### src/pwg_regs.svh
`ifndef PWG_REGS_SVH
`define PWG_REGS_SVH

// register byte offsets on the AXI4-Lite bus
`define PWG_CTRL_OFS 8'h00
`define PWG_PERIOD_OFS 8'h04
`define PWG_DUTY_WR_OFS 8'h08
`define PWG_DUTY_SH_OFS 8'h0C
`define PWG_TIMER_OFS 8'h10
`define PWG_TCTRL_OFS 8'h14
`define PWG_DIR_OFS 8'h18

// capture_control_reg fields
`define PWG_CTRL_DLO_HI 5
`define PWG_CTRL_DLO_LO 4
`define PWG_CTRL_MODE_HI 3
`define PWG_CTRL_MODE_LO 2
`define PWG_MODE_PWM 2'h3

// timer control fields
`define PWG_TCTRL_ON_BIT 2
`define PWG_TCTRL_PRE_HI 1
`define PWG_TCTRL_PRE_LO 0

// reset values
`define PWG_CTRL_RST 8'h00
`define PWG_PERIOD_RST 8'hFF
`define PWG_DUTY_RST 8'h00
`define PWG_TCTRL_RST 3'h0
`define PWG_DIR_RST 1'h1

// timing counts: oscillator periods per instruction cycle
`define PWG_OSC_PER_INSTR 4
`define PWG_QPHASE_LAST 2'h3

`endif

### src/pwg_pkg.sv
`default_nettype none
package pwg_pkg;
  // timer prescale selection
  typedef enum logic [1:0] {
    PWG_PRE_1 = 2'h0,
    PWG_PRE_4 = 2'h1,
    PWG_PRE_16 = 2'h2
  } pwg_pre_t;
  // AXI response codes
  typedef enum logic [1:0] {
    PWG_RESP_OKAY = 2'h0,
    PWG_RESP_SLVERR = 2'h2
  } pwg_resp_t;
  // write channel states
  typedef enum logic {
    PWG_WR_COLLECT,
    PWG_WR_RESP
  } pwg_wr_st_t;
endpackage : pwg_pkg
`default_nettype wire

### src/pwg_tick_if.sv
`timescale 1ns/10ps
`default_nettype none
// time base link between the prescaler and the modulator
interface pwg_tick_if;
  logic run; // timer enabled
  logic [1:0] pre_sel; // prescale selection
  logic tick; // timer increment enable
  logic [1:0] frac; // two low compare bits
  modport src (input run, input pre_sel, output tick, output frac);
  modport snk (output run, output pre_sel, input tick, input frac);
endinterface : pwg_tick_if
`default_nettype wire

### src/pwg_top.sv
// Function
// - pin carries pwm with ten-bit duty
// - zero control write forces output latch low
// - period is (limit+1) x4 x prescale
// - timer clears after matching period limit
// - boundary sets pin unless duty zero
// - boundary copies duty write into shadow
// - duty is write reg plus control bits5:4
// - duty changes wait for period end
// - shadow readable, writes ignored in pwm
// - shadow plus two-bit latch double-buffer
// - pin clears when duty matches extended timer
// - timer base is instruction cycle, four clocks
//
// The register offsets and register access over AXI4-Lite were left to the implementer.
`timescale 1ns/10ps
`default_nettype none
`include "pwg_regs.svh"
module pwg_top #(
  parameter int ADDR_W = 8
) (
  // clock and reset
  input wire logic clk,
  input wire logic rst_b,
  // axi4-lite write address
  input wire logic s_axi_awvalid,
  output logic s_axi_awready,
  input wire logic [ADDR_W-1:0] s_axi_awaddr,
  // axi4-lite write data
  input wire logic s_axi_wvalid,
  output logic s_axi_wready,
  input wire logic [31:0] s_axi_wdata,
  input wire logic [3:0] s_axi_wstrb,
  // axi4-lite write response
  output logic s_axi_bvalid,
  input wire logic s_axi_bready,
  output pwg_pkg::pwg_resp_t s_axi_bresp,
  // axi4-lite read address
  input wire logic s_axi_arvalid,
  output logic s_axi_arready,
  input wire logic [ADDR_W-1:0] s_axi_araddr,
  // axi4-lite read data
  output logic s_axi_rvalid,
  input wire logic s_axi_rready,
  output logic [31:0] s_axi_rdata,
  output pwg_pkg::pwg_resp_t s_axi_rresp,
  // pulse output pin
  output logic pulse_pin_out,
  output logic pulse_pin_oe_n
);
  import pwg_pkg::*;

  // reset synchroniser
  logic rst_meta_q; // first stage, read only by the second
  logic rst_n_q; // released reset used everywhere

  // software registers
  logic [7:0] capture_control_reg; // mode and two low duty bits
  logic [7:0] period_limit_reg; // timer top value
  logic [7:0] duty_write_reg; // eight high duty bits
  logic [2:0] tmr_ctrl_q; // timer on and prescale
  logic port_direction_reg; // 1 = pin not driven

  // modulator state
  logic [7:0] period_timer_count; // period timer
  logic [7:0] duty_shadow_reg; // buffered high duty bits
  logic [1:0] duty_lo_q; // hidden buffered low duty bits
  logic out_latch_q; // modulator output latch
  logic pwm_mode; // control selects pwm
  logic boundary; // period ends this cycle
  logic [9:0] next_duty; // duty taken at the boundary
  logic duty_match; // buffered duty meets extended timer
  logic pin_d; // pin level for the next clock

  // write channel
  pwg_wr_st_t wr_st_q; // collect or respond
  logic aw_have_q; // address captured
  logic w_have_q; // data captured
  logic [ADDR_W-1:0] awaddr_q; // captured address
  logic [7:0] wdata_q; // captured low byte
  logic wstrb0_q; // low lane enabled
  logic wr_fire; // both halves present
  logic wr_hit; // address decodes

  // read channel
  logic [7:0] rd_byte; // decoded read value
  logic rd_hit; // read address decodes

  // time base link
  pwg_tick_if tk ();

  // two-stage reset release
  // assertion is immediate, release waits two edges so no flop
  // sees the reset lift close to its own clock edge
  always_ff @(posedge clk or negedge rst_b) begin
    if (!rst_b) begin
      rst_meta_q <= 1'b0;
      rst_n_q <= 1'b0;
    end else begin
      rst_meta_q <= 1'b1;
      rst_n_q <= rst_meta_q;
    end
  end

  // prescaler and quarter phase
  pwg_prescaler u_pre (
    .clk(clk),
    .rst_n(rst_n_q),
    .tk(tk.src)
  );

  assign tk.run = tmr_ctrl_q[`PWG_TCTRL_ON_BIT];
  assign tk.pre_sel = tmr_ctrl_q[`PWG_TCTRL_PRE_HI:`PWG_TCTRL_PRE_LO];

  // mode decode
  // both mode bits set select the modulator
  assign pwm_mode =
    (capture_control_reg[`PWG_CTRL_MODE_HI:`PWG_CTRL_MODE_LO] == `PWG_MODE_PWM);

  // period ends when the timer sits on the limit and advances
  assign boundary = tk.tick && (period_timer_count == period_limit_reg);

  // ten-bit duty assembled from write reg and control bits
  assign next_duty = {duty_write_reg,
    capture_control_reg[`PWG_CTRL_DLO_HI:`PWG_CTRL_DLO_LO]};

  // buffered duty against timer extended by two low bits
  assign duty_match =
    ({duty_shadow_reg, duty_lo_q} == {period_timer_count, tk.frac});

  // write handshake: address and data in either order
  assign wr_fire = (wr_st_q == PWG_WR_COLLECT) && aw_have_q && w_have_q;

  // write address decode
  always_comb begin
    case (awaddr_q)
      `PWG_CTRL_OFS: wr_hit = 1'b1;
      `PWG_PERIOD_OFS: wr_hit = 1'b1;
      `PWG_DUTY_WR_OFS: wr_hit = 1'b1;
      `PWG_DUTY_SH_OFS: wr_hit = 1'b1;
      `PWG_TIMER_OFS: wr_hit = 1'b1;
      `PWG_TCTRL_OFS: wr_hit = 1'b1;
      `PWG_DIR_OFS: wr_hit = 1'b1;
      default: wr_hit = 1'b0;
    endcase
  end

  // write address channel
  always_ff @(posedge clk or negedge rst_n_q) begin
    if (!rst_n_q) begin
      aw_have_q <= 1'b0;
      awaddr_q <= '0;
      s_axi_awready <= 1'b0;
    end else if (s_axi_awvalid && s_axi_awready) begin
      // address taken: refuse more until the response is accepted
      aw_have_q <= 1'b1;
      awaddr_q <= s_axi_awaddr;
      s_axi_awready <= 1'b0;
    end else if (s_axi_bvalid && s_axi_bready) begin
      // response accepted: reopen the address channel
      aw_have_q <= 1'b0;
      s_axi_awready <= 1'b1;
    end else if (!aw_have_q) begin
      // idle: offer ready
      s_axi_awready <= 1'b1;
    end
  end

  // write data channel
  always_ff @(posedge clk or negedge rst_n_q) begin
    if (!rst_n_q) begin
      w_have_q <= 1'b0;
      wdata_q <= 8'h00;
      wstrb0_q <= 1'b0;
      s_axi_wready <= 1'b0;
    end else if (s_axi_wvalid && s_axi_wready) begin
      // data taken: only the low byte is ever used
      w_have_q <= 1'b1;
      wdata_q <= s_axi_wdata[7:0];
      wstrb0_q <= s_axi_wstrb[0];
      s_axi_wready <= 1'b0;
    end else if (s_axi_bvalid && s_axi_bready) begin
      // response accepted: reopen the data channel
      w_have_q <= 1'b0;
      s_axi_wready <= 1'b1;
    end else if (!w_have_q) begin
      // idle: offer ready
      s_axi_wready <= 1'b1;
    end
  end

  // write response, two cycles after both halves are taken
  always_ff @(posedge clk or negedge rst_n_q) begin
    if (!rst_n_q) begin
      wr_st_q <= PWG_WR_COLLECT;
      s_axi_bvalid <= 1'b0;
      s_axi_bresp <= PWG_RESP_OKAY;
    end else begin
      case (wr_st_q)
        PWG_WR_COLLECT: begin
          // both halves in hand: answer with the decode result
          if (wr_fire) begin
            wr_st_q <= PWG_WR_RESP;
            s_axi_bvalid <= 1'b1;
            s_axi_bresp <= wr_hit ? PWG_RESP_OKAY : PWG_RESP_SLVERR;
          end
        end
        PWG_WR_RESP: begin
          // answer stands until the master takes it
          if (s_axi_bready) begin
            wr_st_q <= PWG_WR_COLLECT;
            s_axi_bvalid <= 1'b0;
          end
        end
        default: wr_st_q <= PWG_WR_COLLECT;
      endcase
    end
  end

  // plain software registers
  always_ff @(posedge clk or negedge rst_n_q) begin
    if (!rst_n_q) begin
      capture_control_reg <= `PWG_CTRL_RST;
      period_limit_reg <= `PWG_PERIOD_RST;
      duty_write_reg <= `PWG_DUTY_RST;
      tmr_ctrl_q <= `PWG_TCTRL_RST;
      port_direction_reg <= `PWG_DIR_RST;
    end else if (wr_fire && wstrb0_q) begin
      // a write with the low lane off changes nothing
      case (awaddr_q)
        `PWG_CTRL_OFS: capture_control_reg <= wdata_q;
        `PWG_PERIOD_OFS: period_limit_reg <= wdata_q;
        // taken any time, used only at the next boundary
        `PWG_DUTY_WR_OFS: duty_write_reg <= wdata_q;
        `PWG_TCTRL_OFS: tmr_ctrl_q <= wdata_q[2:0];
        `PWG_DIR_OFS: port_direction_reg <= wdata_q[0];
        default: ;
      endcase
    end
  end

  // period timer: count on tick, clear after matching the limit
  always_ff @(posedge clk or negedge rst_n_q) begin
    if (!rst_n_q) begin
      period_timer_count <= 8'h00;
    end else if (boundary) begin
      // limit reached on a tick: start a new period
      period_timer_count <= 8'h00;
    end else if (tk.tick) begin
      // one step per prescaled instruction cycle
      period_timer_count <= period_timer_count + 8'h01;
    end
  end

  // duty double buffer loaded at the period boundary
  always_ff @(posedge clk or negedge rst_n_q) begin
    if (!rst_n_q) begin
      duty_shadow_reg <= 8'h00;
      duty_lo_q <= 2'h0;
    end else if (boundary) begin
      // both halves move together so a period never sees a mix
      duty_shadow_reg <= next_duty[9:2];
      duty_lo_q <= next_duty[1:0];
    end else if (wr_fire && wstrb0_q && !pwm_mode
                 && (awaddr_q == `PWG_DUTY_SH_OFS)) begin
      // outside pwm mode bus writes reach the shadow between boundary loads
      duty_shadow_reg <= wdata_q;
    end
  end

  // output latch: set at boundary, clear on duty match
  always_ff @(posedge clk or negedge rst_n_q) begin
    if (!rst_n_q) begin
      out_latch_q <= 1'b0;
    end else if (wr_fire && wstrb0_q && (awaddr_q == `PWG_CTRL_OFS)
                 && (wdata_q == 8'h00)) begin
      out_latch_q <= 1'b0;
    end else if (!pwm_mode) begin
      // any other mode keeps the latch parked low
      out_latch_q <= 1'b0;
    end else if (boundary) begin
      // new period: set unless the new duty is zero
      out_latch_q <= (next_duty != 10'h000);
    end else if (duty_match) begin
      // duty reached: low for the rest of the period
      out_latch_q <= 1'b0;
    end
  end

  // the latch falls one clock after the match, so the pin takes the
  // match directly and the high time stays exactly duty steps long
  assign pin_d = out_latch_q && !duty_match;

  // pin driver: latch onto pin only while direction bit clear
  always_ff @(posedge clk or negedge rst_n_q) begin
    if (!rst_n_q) begin
      pulse_pin_out <= 1'b0;
      pulse_pin_oe_n <= 1'b1;
    end else begin
      pulse_pin_out <= pin_d;
      pulse_pin_oe_n <= port_direction_reg;
    end
  end

  // read decode
  always_comb begin
    rd_hit = 1'b1;
    case (s_axi_araddr)
      `PWG_CTRL_OFS: rd_byte = capture_control_reg;
      `PWG_PERIOD_OFS: rd_byte = period_limit_reg;
      `PWG_DUTY_WR_OFS: rd_byte = duty_write_reg;
      `PWG_DUTY_SH_OFS: rd_byte = duty_shadow_reg;
      `PWG_TIMER_OFS: rd_byte = period_timer_count;
      `PWG_TCTRL_OFS: rd_byte = {5'h00, tmr_ctrl_q};
      `PWG_DIR_OFS: rd_byte = {7'h00, port_direction_reg};
      default: begin
        rd_byte = 8'h00;
        rd_hit = 1'b0;
      end
    endcase
  end

  // read channel: answer one cycle after the address is taken
  always_ff @(posedge clk or negedge rst_n_q) begin
    if (!rst_n_q) begin
      s_axi_arready <= 1'b0;
      s_axi_rvalid <= 1'b0;
      s_axi_rdata <= 32'h0000_0000;
      s_axi_rresp <= PWG_RESP_OKAY;
    end else if (s_axi_arvalid && s_axi_arready) begin
      // address taken: data stand from the next edge
      s_axi_arready <= 1'b0;
      s_axi_rvalid <= 1'b1;
      s_axi_rdata <= {24'h00_0000, rd_byte};
      s_axi_rresp <= rd_hit ? PWG_RESP_OKAY : PWG_RESP_SLVERR;
    end else if (s_axi_rvalid) begin
      if (s_axi_rready) begin
        // data accepted: reopen the address channel
        s_axi_rvalid <= 1'b0;
        s_axi_arready <= 1'b1;
      end
    end else begin
      // idle: offer ready
      s_axi_arready <= 1'b1;
    end
  end
endmodule : pwg_top
`default_nettype wire

### src/pwg_prescaler.sv
`timescale 1ns/10ps
`default_nettype none
module pwg_prescaler (
  // clock and reset
  input wire logic clk,
  input wire logic rst_n,
  // time base link
  pwg_tick_if.src tk
);
  import pwg_pkg::*;

  logic [1:0] qphase_q; // quarter-cycle phase inside an instruction
  logic [3:0] precnt_q; // instruction cycles counted by the prescaler
  logic instr_end; // last quarter of an instruction
  logic pre_done; // prescaler wraps this instruction

  // quarter phase runs freely, four per instruction cycle
  always_ff @(posedge clk or negedge rst_n) begin
    if (!rst_n) begin
      qphase_q <= 2'h0;
    end else begin
      qphase_q <= qphase_q + 2'h1;
    end
  end

  assign instr_end = (qphase_q == `PWG_QPHASE_LAST);

  // wrap point per prescale factor
  always_comb begin
    case (tk.pre_sel)
      PWG_PRE_1: pre_done = 1'b1;
      PWG_PRE_4: pre_done = (precnt_q[1:0] == 2'h3);
      default: pre_done = (precnt_q == 4'hF);
    endcase
  end

  // prescaler counts instruction cycles, held clear while stopped
  always_ff @(posedge clk or negedge rst_n) begin
    if (!rst_n) begin
      precnt_q <= 4'h0;
    end else if (!tk.run) begin
      precnt_q <= 4'h0;
    end else if (instr_end) begin
      precnt_q <= pre_done ? 4'h0 : precnt_q + 4'h1;
    end
  end

  // timer advances once per prescaled instruction cycle
  assign tk.tick = tk.run && instr_end && pre_done;

  // low compare bits: quarter phase or prescaler top bits
  always_comb begin
    case (tk.pre_sel)
      PWG_PRE_1: tk.frac = qphase_q;
      PWG_PRE_4: tk.frac = precnt_q[1:0];
      default: tk.frac = precnt_q[3:2];
    endcase
  end
endmodule : pwg_prescaler
`default_nettype wire

### config.mk
export PLATFORM = sky130hd
export DESIGN_NAME = pwg_top
export DESIGN_NICKNAME = d
export VERILOG_FILES = /design/src/pwg_pkg.sv /design/src/pwg_tick_if.sv /design/src/pwg_top.sv /design/src/pwg_prescaler.sv
export VERILOG_INCLUDE_DIRS = /design/src
export SDC_FILE = /design/constraint.sdc
export NUM_CORES = 1
export LEC_CHECK = 0
export ABC_AREA = 1
export BUFFER_PORTS_ARGS = -buffer_cell sky130_fd_sc_hd__buf_2
export CORE_ASPECT_RATIO = 0.9
export CORE_UTILIZATION = 40
export DETAILED_ROUTE_END_ITERATION = 6
export PLACE_DENSITY = 0.61
export SKIP_LAST_GASP = 1
export SLEW_MARGIN = 20
export SYNTH_ARGS = -nofsm -noshare
export SYNTH_HDL_FRONTEND = slang
export SYNTH_SLANG_ARGS = --single-unit
export TNS_END_PERCENT = 10
### constraint.sdc
create_clock -name clk -period 3.4 [get_ports clk]
set_clock_uncertainty 0.15 [all_clocks]
set_input_delay 0.34 -clock clk [delete_from_list [all_inputs] [get_ports clk]]
set_output_delay 0.34 -clock clk [all_outputs]
set_load 0.01 [all_outputs]
==> results.py, run 1 <==
metrics = {
    "route": {
        "drt_pass1_iterations": 5,
        "totalWireLength_um": 10500,
        "vias_per_cell": 4.86,
        "post-route-drc-count": 0,
        "vias": 3955,
        "post_drt_wl_per_cell_um": 12.9,
        "drtAntennaViolNets": 0,
        "drt_iter0_drc": 204,
    },
    "clock_tree": {
        "clock_sinks": 92,
        "cts_buffers": 9,
        "htree_levels": 3,
        "post-cts-setup-buffer-count": 0,
        "cts_tree": "yes",
        "clk_pin_slew_ns": 0.07,
        "cts_root_buf": "clkbuf_16",
        "clk_latency_ns": 0.34,
        "clockBufferDepth": 2,
    },
    "pwr": {
        "switching_power_mw": 1.05,
        "p_comb_share_pct": 20.2,
        "leakage_nw": 2.73,
        "p_seq_share_pct": 47.1,
        "sw_frac_of_total_pct": 32.6,
        "power.density_nw_per_um2": 598,
        "intPower_mw": 2.17,
        "power_frac_clock_pct": 32.7,
        "ir_drop_mv": 0.358,
    },
    "placement": {
        "io_buffer_count": 48,
        "dpl.hpwl_um": 7870,
        "dp_slack_ns": 1.23,
        "place.gp.congestion": 0.836,
    },
    "setup_path": {
        "critPathKind": "register to register",
        "crit_path_max_fanout": 26,
        "crit_arrival_ns": 2.02,
        "worstPathRequired_ns": 3.47,
        "r2r_setup_slack_ns": 1.45,
        "cp-end-kind": "register",
        "cp-start-kind": "register",
    },
    "grt": {
        "grt_overflow": 0,
        "grt.total_usage_pct": 19.1,
        "grt_antenna_before_repair": 0,
        "grt_pass1_wl_um": 18400,
        "grt_pass1_vias": 3899,
        "grt_max_degree": 90,
    },
    "layout": {
        "utilization_pct": 46.7,
        "fillers": 1184,
        "area_growth_pct": 13.2,
        "n_antenna_cell": 0,
        "regArea_um2": 2320,
        "multi_input_area_um2": 1990,
        "final_common_cell": "nand2_1",
        "drive_above_1_share_pct": 14.7,
        "layout.nets": 715,
        "final_cell_mix": "159 x nand2_1, 81 x dfrtp_1, 70 x inv_1",
    },
    "sta": {
        "rsz0062_at_grt": "false",
        "period_minus_slack_ns": 1.95,
        "fin_setup_tns_ns": 0,
        "min_period_over_period_pct": 57.4,
        "maxSlewViolCount": 0,
        "hold_viol": 0,
        "fmax_mhz": 512,
        "finalWorstSetupSlack_ns": 1.45,
        "maxSlewHeadroom_pct": 60.2,
        "timing.hold.ws_ns": 0.0615,
        "setup_viol": 0,
        "tightest_slew_ns": 0.593,
    },
    "synthesis": {
        "ys_warn_count": 0,
        "ys_async_sr_fraction_pct": 100,
        "ys_seq_elements": 92,
        "synth_cells": 603,
        "yosys_most_used_dff": "dfrtp_1",
        "netlist_top_cells_area": "dfrtp_1 43%, nand2_1 13%, nand3_1 6.9%",
        "syn_area_per_cell_um2": 7.89,
        "syn-cell-area_um2": 4760,
        "synth_area_leader_cell": "dfrtp_1",
        "ys_seq_area_share_pct": 48.7,
        "synth_edf_count": 0,
        "synth.distinct_cells": 36,
        "synth_top_area_share_pct": 43.1,
    },
    "floorplanning": {
        "die_w_um": 117,
        "io_pins": 102,
        "dieArea_um2": 12300,
        "die_h_um": 105,
        "num_rows": 37,
        "coreArea_um2": 11500,
        "start_util_pct": 41.3,
    },
    "run_status": {
        "status": "complete, no violations",
    },
    "flow_run": {
        "maxCapViolCount": 0,
    },
    "worst_hold_path": {
        "hold_path_class": "primary input to register",
    },
}
[cell families after synthesis]
group / Yosys count / synth area share (%)
simple gates: 300 / 27.2
buf+inv: 110 / 11.4
flops: 92 / 48.7
compound gates: 83 / 9.13
xor+xnor: 8 / 1.47
mux: 5 / 1.18
fa+ha+maj: 3 / 0.789
other cells: 2 / 0.158
[synth_stat cells (all sizes together) (2+ instances only)]
master  number
nor3b        2
o211ai       2
clkbuf       6
mux2         5
nand3       66
nand2      161
nand4       10
ha           3
inv         73
dfrtp       82
dfstp       10
or2          2
conb         2
o21ai       59
nor3         3
a21oi       19
o22ai        2
buf         31
nor2        55
xor2         7
[metrics by stage]
step,cells,cell area (µm²),power (mW)
floorplan,628,4850,1.98
global placement,796,5030,2.15
detailed placement,796,5030,2.19
CTS,813,5360,3.25
global route,814,5380,3.43
finish,814,5380,3.22
[worst max-delay path: stages (launching register included)]
cell and delay [ns]:
dfrtp_1 0.41, ha_1 0.25, o21ai_2 0.14, nand2_1 0.09, nand2_2 0.12, inv_2 0.11, nand2_4 0.28, inv_4 0.13
nand2_1 0.09, nand3_1 0.08
[cell type report]
type	instances	area share, %
Sequential cell	92	43.1
Clock buffer	11	4.69
Inverter	73	5.14
Timing Repair Buffer	51	5.30
Tap cell	156	3.63
Clock inverter	5	1.19
Multi-Input combinational cell	426	37.0
[power groups by stage]
stage / Clock (mW) / Combinational (mW) / Sequential [mW]
3_5_place_dp: 0 / 0.642 / 1.55
5_1_grt: 1.12 / 0.765 / 1.55
4_1_cts: 1.07 / 0.644 / 1.53
6_report: 1.05 / 0.651 / 1.51
2_1_floorplan: 0 / 0.478 / 1.50
3_3_place_gp: 0 / 0.620 / 1.53
[worst paths after layout]
path | start | endpoint | cells after the start
worst min register to register | rst_n_q$_DFF_PN0_ | wdata_q[5]$_DFFE_PN0P_ | 0
min in group asynchronous | rst_n_q$_DFF_PN0_ | wdata_q[5]$_DFFE_PN0P_ | 0
worst max-delay path | u_pre.precnt_q[1]$_DFFE_PN0P_ | duty_shadow_reg[6]$_DFFE_PN0P_ | 9
max in group asynchronous | rst_n_q$_DFF_PN0_ | pulse_pin_oe_n$_DFF_PN1_ | 2
worst min-delay path | s_axi_bready | wr_st_q$_DFF_PN0_ | 2
worst max register to register | u_pre.precnt_q[1]$_DFFE_PN0P_ | duty_shadow_reg[6]$_DFFE_PN0P_ | 9
[repair_timing]
item / in CTS / in global routing
hold buffers: 1 / 0
hold endpoints to repair: 2 / 0
resized for setup: 0 / 0
[per-layer routing]
metal / vias to the layer above / GRT usage (%) / routed length [µm] / part of all wire [%]
met5: - / 0 / 0 / 0
met4: 0 / 5.24 / 172 / 1.6
met3: 15 / 3.91 / 582 / 5.5
met2: 134 / 28.3 / 4480 / 43
met1: 1823 / 28.3 / 5290 / 50
li1: 1983 / - / - / -
Power figures use the tool's default switching activity.
==> inputs of run 2 (changes only) <==
--- a/config.mk
+++ b/config.mk
@@ -11,7 +11,7 @@
 export CORE_ASPECT_RATIO = 0.9
 export CORE_UTILIZATION = 40
 export DETAILED_ROUTE_END_ITERATION = 6
-export PLACE_DENSITY = 0.61
+export PLACE_DENSITY = 0.63
 export SKIP_LAST_GASP = 1
 export SLEW_MARGIN = 20
 export SYNTH_ARGS = -nofsm -noshare
==> constraint.sdc (replaced) <==
create_clock -name clk -period 1.7 [get_ports clk]
set_clock_uncertainty 0.15 [all_clocks]
set_input_delay 0.17 -clock clk [delete_from_list [all_inputs] [get_ports clk]]
set_output_delay 0.17 -clock clk [all_outputs]
set_load 0.01 [all_outputs]
==> run 2 against run 1 <==
  * Final cell count is 8.1% higher
  * Largest cell class unchanged
  * Critical path depth is 1 higher
  * Via count is 6.4% higher
==> results.py, run 2 (same netlist as run 1, synthesis figures left out) <==
metrics = {
    "pwr": {
        "power.density_nw_per_um2": 1120,
        "leakage_nw": 3.07,
        "finalPower_mw": 6.75,
        "switching_power_mw": 2.18,
        "intPower_mw": 4.57,
        "p_seq_share_pct": 44.8,
        "ir_drop_mv": 1.12,
        "p_comb_share_pct": 22.8,
        "sw_frac_of_total_pct": 32.3,
        "power_frac_clock_pct": 32.4,
    },
    "sta": {
        "maxSlewHeadroom_pct": 66.6,
        "rsz0062_at_grt": "true",
        "maxSlewViolCount": 0,
        "hold_viol": 0,
        "min_period_over_period_pct": 98.6,
        "tightest_slew_ns": 0.501,
        "period_minus_slack_ns": 1.68,
        "fmax_mhz": 596,
        "setup_viol": 0,
    },
    "floorplanning": {
        "dieArea_um2": 12300,
        "die_w_um": 117,
        "num_rows": 37,
        "start_util_pct": 41.3,
        "io_pins": 102,
        "coreArea_um2": 11500,
        "die_h_um": 105,
    },
    "run_status": {
        "status": "complete, no violations",
    },
    "setup_path": {
        "critPathKind": "register to register",
        "cp-start-kind": "register",
        "r2r_setup_slack_ns": 0.02,
        "cp-end-kind": "register",
        "crit_arrival_ns": 1.80,
        "crit_path_max_fanout": 5,
        "worstPathRequired_ns": 1.83,
    },
    "clock_tree": {
        "cts_root_buf": "clkbuf_16",
        "cts_buffers": 9,
        "clock_sinks": 92,
        "cts_tree": "yes",
        "clk_latency_ns": 0.35,
        "clockBufferDepth": 2,
        "clk_pin_slew_ns": 0.07,
        "htree_levels": 3,
    },
    "layout": {
        "final_cells": 880,
        "n_antenna_cell": 0,
        "final_cell_mix": "155 x nand2_1, 81 x dfrtp_1, 69 x inv_1",
        "area_growth_pct": 26.8,
        "final_common_cell": "nand2_1",
        "drive_above_1_share_pct": 22.0,
        "layout.nets": 781,
    },
    "route": {
        "post-route-drc-count": 0,
        "dr_wl_met2_um": 5050,
        "maxUsedRoutingLayer": "met4",
        "drtAntennaViolNets": 0,
        "vias": 4210,
        "drt_pass1_iterations": 4,
        "drt_iter0_drc": 159,
        "post_drt_wl_per_cell_um": 12.9,
        "totalWireLength_um": 11400,
        "vias_per_cell": 4.78,
        "wl_met1_um": 5630,
        "wl_met3_um": 603,
    },
    "placement": {
        "io_buffer_count": 48,
        "place.gp.congestion": 0.908,
        "dpl.hpwl_um": 8400,
        "dp.cells": 839,
    },
    "grt": {
        "grt_pass1_vias": 4150,
        "grt_antenna_before_repair": 0,
        "grt_max_degree": 91,
        "grt.total_usage_pct": 20.4,
        "grt_pass1_wl_um": 19500,
        "grt_overflow": 0,
    },
    "flow_run": {
        "maxCapViolCount": 0,
    },
    "worst_hold_path": {
        "hold_path_class": "primary input to register",
    },
}
-- run 2: worst paths after layout --
| kind | from | endpoint | cells past startpoint |
|---|---|---|---|
| max in group asynchronous | rst_b | rst_n_q$_DFF_PN0_ | 3 |
| hold / removal | s_axi_arvalid | s_axi_rdata[0]$_DFFE_PN0P_ | 5 |
| setup / recovery | period_limit_reg[4]$_DFFE_PN1P_ | out_latch_q$_DFFE_PN0P_ | 10 |
| setup reg to reg | period_limit_reg[4]$_DFFE_PN1P_ | out_latch_q$_DFFE_PN0P_ | 10 |
| min in group asynchronous | rst_n_q$_DFF_PN0_ | wdata_q[4]$_DFFE_PN0P_ | 1 |
| hold reg to reg | rst_n_q$_DFF_PN0_ | wdata_q[4]$_DFFE_PN0P_ | 1 |
-- run 2: power by group through the flow --
stage	clock [mW]	sequential (mW)	combinational, mW
after global placement	0	3.02	1.44
after global routing	2.30	3.09	1.78
after CTS	2.22	3.00	1.52
final	2.19	3.02	1.54
after detailed placement	0	3.04	1.47
after floorplan	0	2.99	0.956
-- run 2: per-stage QoR --
stage	hold slack [ns]	TNS [ns]	area, µm²	util (%)	setup WS, ns
floorplan	-0.276	0	4850	-	0.00936
global placement	-0.195	0	5370	46.5	0.0124
detailed placement	-0.194	-0.203	5370	46.5	-0.0724
CTS	0.119	-0.236	5910	51.3	-0.0786
global route	0.154	-0.738	6030	52.3	-0.0643
finish	0.118	0	6030	52.3	0.0230
-- run 2: what timing repair did --
item,4_1_cts,5_1_grt
endpoints found under the hold margin,25,0
cloned,0,0
hold buffers,22,0
resized for setup,0,27
pin swaps,0,10
setup buffers,0,3
endpoints found under the setup margin,9,30
-- run 2: cell type report --
| cell class | instances | area [µm²] |
|---|---|---|
| fill | 1135 | 5500 |
| clock buffer | 10 | 229 |
| sequential | 92 | 2320 |
| multi-input combinational | 426 | 2080 |
| inverter | 73 | 277 |
| timing repair buffer | 117 | 841 |
| tap | 156 | 195 |
| clock inverter | 6 | 93.8 |
-- run 2: worst max-delay path, cell delays in order (launching register included) --
cell and delay (ns):
dfstp_2 0.53, inv_1 0.05, nand2_1 0.05, nand2_1 0.04
nor2_1 0.11, nand2_2 0.08, nor2_4 0.12, nand2_4 0.11
buf_6 0.13, buf_4 0.12, a21oi_2 0.11
-- run 2: metal layers --
layer  global-route usage, %  vias up
li1                        -     2118
met1                    28.4     1965
met2                    32.1      118
met3                    5.35        9
met4                    4.16        0
met5                       0        -
==> inputs of run 3 (changes only) <==
--- a/config.mk
+++ b/config.mk
@@ -11,6 +11,7 @@
 export CORE_ASPECT_RATIO = 0.9
 export CORE_UTILIZATION = 40
 export DETAILED_ROUTE_END_ITERATION = 6
+export MAX_ROUTING_LAYER = met4
 export PLACE_DENSITY = 0.63
 export SKIP_LAST_GASP = 1
 export SLEW_MARGIN = 20
==> run 3 against run 2 <==
  * Count of clock-buffer cells in the layout unchanged
  * Final cell count unchanged
  * Cell area unchanged
  * Core utilization did not move
  * Register-to-register slack is essentially flat
  * Sequential share of layout area is the same
  * Flip-flop and latch count is the same
  * Largest power group unchanged
==> results.py, run 3 (same netlist as run 1, synthesis figures left out) <==
metrics = {
    "placement": {
        "place.gp.congestion": 0.923,
        "io_buffer_count": 48,
        "dp.cells": 839,
        "dp_slack_ns": -0.0724,
        "dpl.hpwl_um": 8400,
        "place_area_um2": 5370,
    },
    "worst_hold_path": {
        "worstHoldStart": "s_axi_arvalid",
        "hold_path_class": "primary input to register",
    },
    "setup_path": {
        "cp-start-kind": "register",
        "crit_path_max_fanout": 5,
        "cp_slowest_stage_delay_ns": 0.53,
        "cp_top_family": "flip-flops",
        "path_buf_inv": 3,
        "worstPathRequired_ns": 1.83,
        "critPathKind": "register to register",
        "cp-end-kind": "register",
        "crit_path_start": "period_limit_reg[4]$_DFFE_PN1P_",
        "crit_path_frequent_cell": "nand2_1",
        "path_cells": "inv_1 > nand2_1 > nand2_1 > nor2_1 > nand2_2 > nor2_4 > nand2_4 > buf_6 > buf_4 > a21oi_2",
        "crit_arrival_ns": 1.81,
        "critPathSlowestCell": "dfstp_2",
        "reg2reg_from": "period_limit_reg[4]$_DFFE_PN1P_",
    },
    "layout": {
        "fin_area_um2": 6030,
        "fillers": 1135,
        "final_common_cell": "nand2_1",
        "layout.nets": 781,
        "drive_above_1_share_pct": 22.0,
        "final_cell_mix": "155 x nand2_1, 81 x dfrtp_1, 69 x inv_1",
        "area_growth_pct": 26.8,
        "n_antenna_cell": 0,
        "final_cells": 880,
    },
    "sta": {
        "fmax_mhz": 595,
        "finalWorstSetupSlack_ns": 0.0187,
        "fin_setup_tns_ns": 0,
        "setup_viol": 0,
        "rsz0062_at_grt": "true",
        "maxSlewViolCount": 0,
        "period_minus_slack_ns": 1.68,
        "min_period_over_period_pct": 98.9,
        "hold_viol": 0,
    },
    "route": {
        "drt_iter0_drc": 156,
        "maxUsedRoutingLayer": "met4",
        "drt_pass1_iterations": 4,
        "vias_per_cell": 4.76,
        "wl_met1_um": 5580,
        "totalWireLength_um": 11300,
        "wl_met3_um": 617,
        "post_drt_wl_per_cell_um": 12.9,
        "dr_wl_met2_um": 5030,
        "post-route-drc-count": 0,
        "drtAntennaViolNets": 0,
        "vias": 4191,
    },
    "grt": {
        "grt_max_degree": 91,
        "grt_antenna_before_repair": 0,
        "grt.total_usage_pct": 21.0,
        "grt_pass1_wl_um": 19500,
        "grt_overflow": 0,
        "grt_pass1_vias": 4135,
    },
    "pwr": {
        "power.density_nw_per_um2": 1120,
        "leakage_nw": 3.07,
        "ir_drop_mv": 1.12,
    },
    "clock_tree": {
        "cts_tree": "yes",
        "clk_latency_ns": 0.35,
        "clk_pin_slew_ns": 0.07,
        "htree_levels": 3,
        "cts_buffers": 9,
        "cts_root_buf": "clkbuf_16",
        "clock_sinks": 92,
        "clockBufferDepth": 2,
    },
    "run_status": {
        "status": "complete, no violations",
    },
    "floorplanning": {
        "coreArea_um2": 11500,
        "start_util_pct": 41.3,
        "num_rows": 37,
        "io_pins": 102,
        "die_h_um": 105,
        "dieArea_um2": 12300,
        "die_w_um": 117,
    },
    "flow_run": {
        "maxCapViolCount": 0,
    },
}
[run 3: cell counts in the layout (fill, tap and decap cells not counted)]
No cell type changed its count.
[run 3: area by class of cell]
type | instances | area, µm² | area share (%)
Sequential cell | 92 | 2320 | 38.4
Multi-Input combinational cell | 426 | 2080 | 34.4
Inverter | 73 | 277 | 4.59
Tap cell | 156 | 195 | 3.24
Timing Repair Buffer | 117 | 841 | 13.9
Clock inverter | 6 | 93.8 | 1.56
Clock buffer | 10 | 229 | 3.80
[run 3: power breakdown]
part	total, mW	internal, mW	switching (mW)
Clock	2.19	1.31	0.884
Sequential	3.03	2.64	0.383
Combinational	1.54	0.622	0.915
Total	6.75	4.57	2.18
[run 3: metal layers]
| layer | track usage (%) | vias to the layer above |
|---|---|---|
| li1 | - | 2117 |
| met1 | 28.3 | 1944 |
| met2 | 32.2 | 119 |
| met3 | 5.29 | 11 |
| met4 | 4.16 | 0 |
| met5 | - | - |
[run 3: path summary, 6_finish.rpt]
| check | end | slack, ns | cells after the start |
|---|---|---|---|
| min reg2reg | wdata_q[4]$_DFFE_PN0P_ | 0.20 | 1 |
| min | s_axi_rdata[4]$_DFFE_PN0P_ | 0.12 | 5 |
| min in group asynchronous | wdata_q[4]$_DFFE_PN0P_ | 0.20 | 1 |
| max in group asynchronous | rst_n_q$_DFF_PN0_ | 0.74 | 3 |
| max reg2reg | out_latch_q$_DFFE_PN0P_ | 0.02 | 10 |
| max | out_latch_q$_DFFE_PN0P_ | 0.02 | 10 |
[run 3: worst register-to-register path, stage by stage, from the launching register on]
cell	delay, ns
dfstp_2	0.53
inv_1	0.05
nand2_1	0.05
nand2_1	0.04
nor2_1	0.11
nand2_2	0.08
nor2_4	0.12
nand2_4	0.11
buf_6	0.13
buf_4	0.12
a21oi_2	0.11
[run 3: per-stage QoR]
step / hold WS [ns] / util, % / power [mW]
finish: 0.116 / 52.3 / 6.75
detailed placement: -0.194 / 46.5 / 4.52
CTS: 0.119 / 51.3 / 6.74
global route: 0.154 / 52.3 / 7.17
global placement: -0.195 / 46.5 / 4.46
floorplan: -0.276 / - / 3.95
[run 3: repair_timing]
item	CTS	global route
setup endpoints to repair	9	30
hold buffers	22	0
pin swaps	0	10
gates cloned	0	0
buffers inserted	0	3
hold endpoints to repair	25	0
resized for setup	0	27
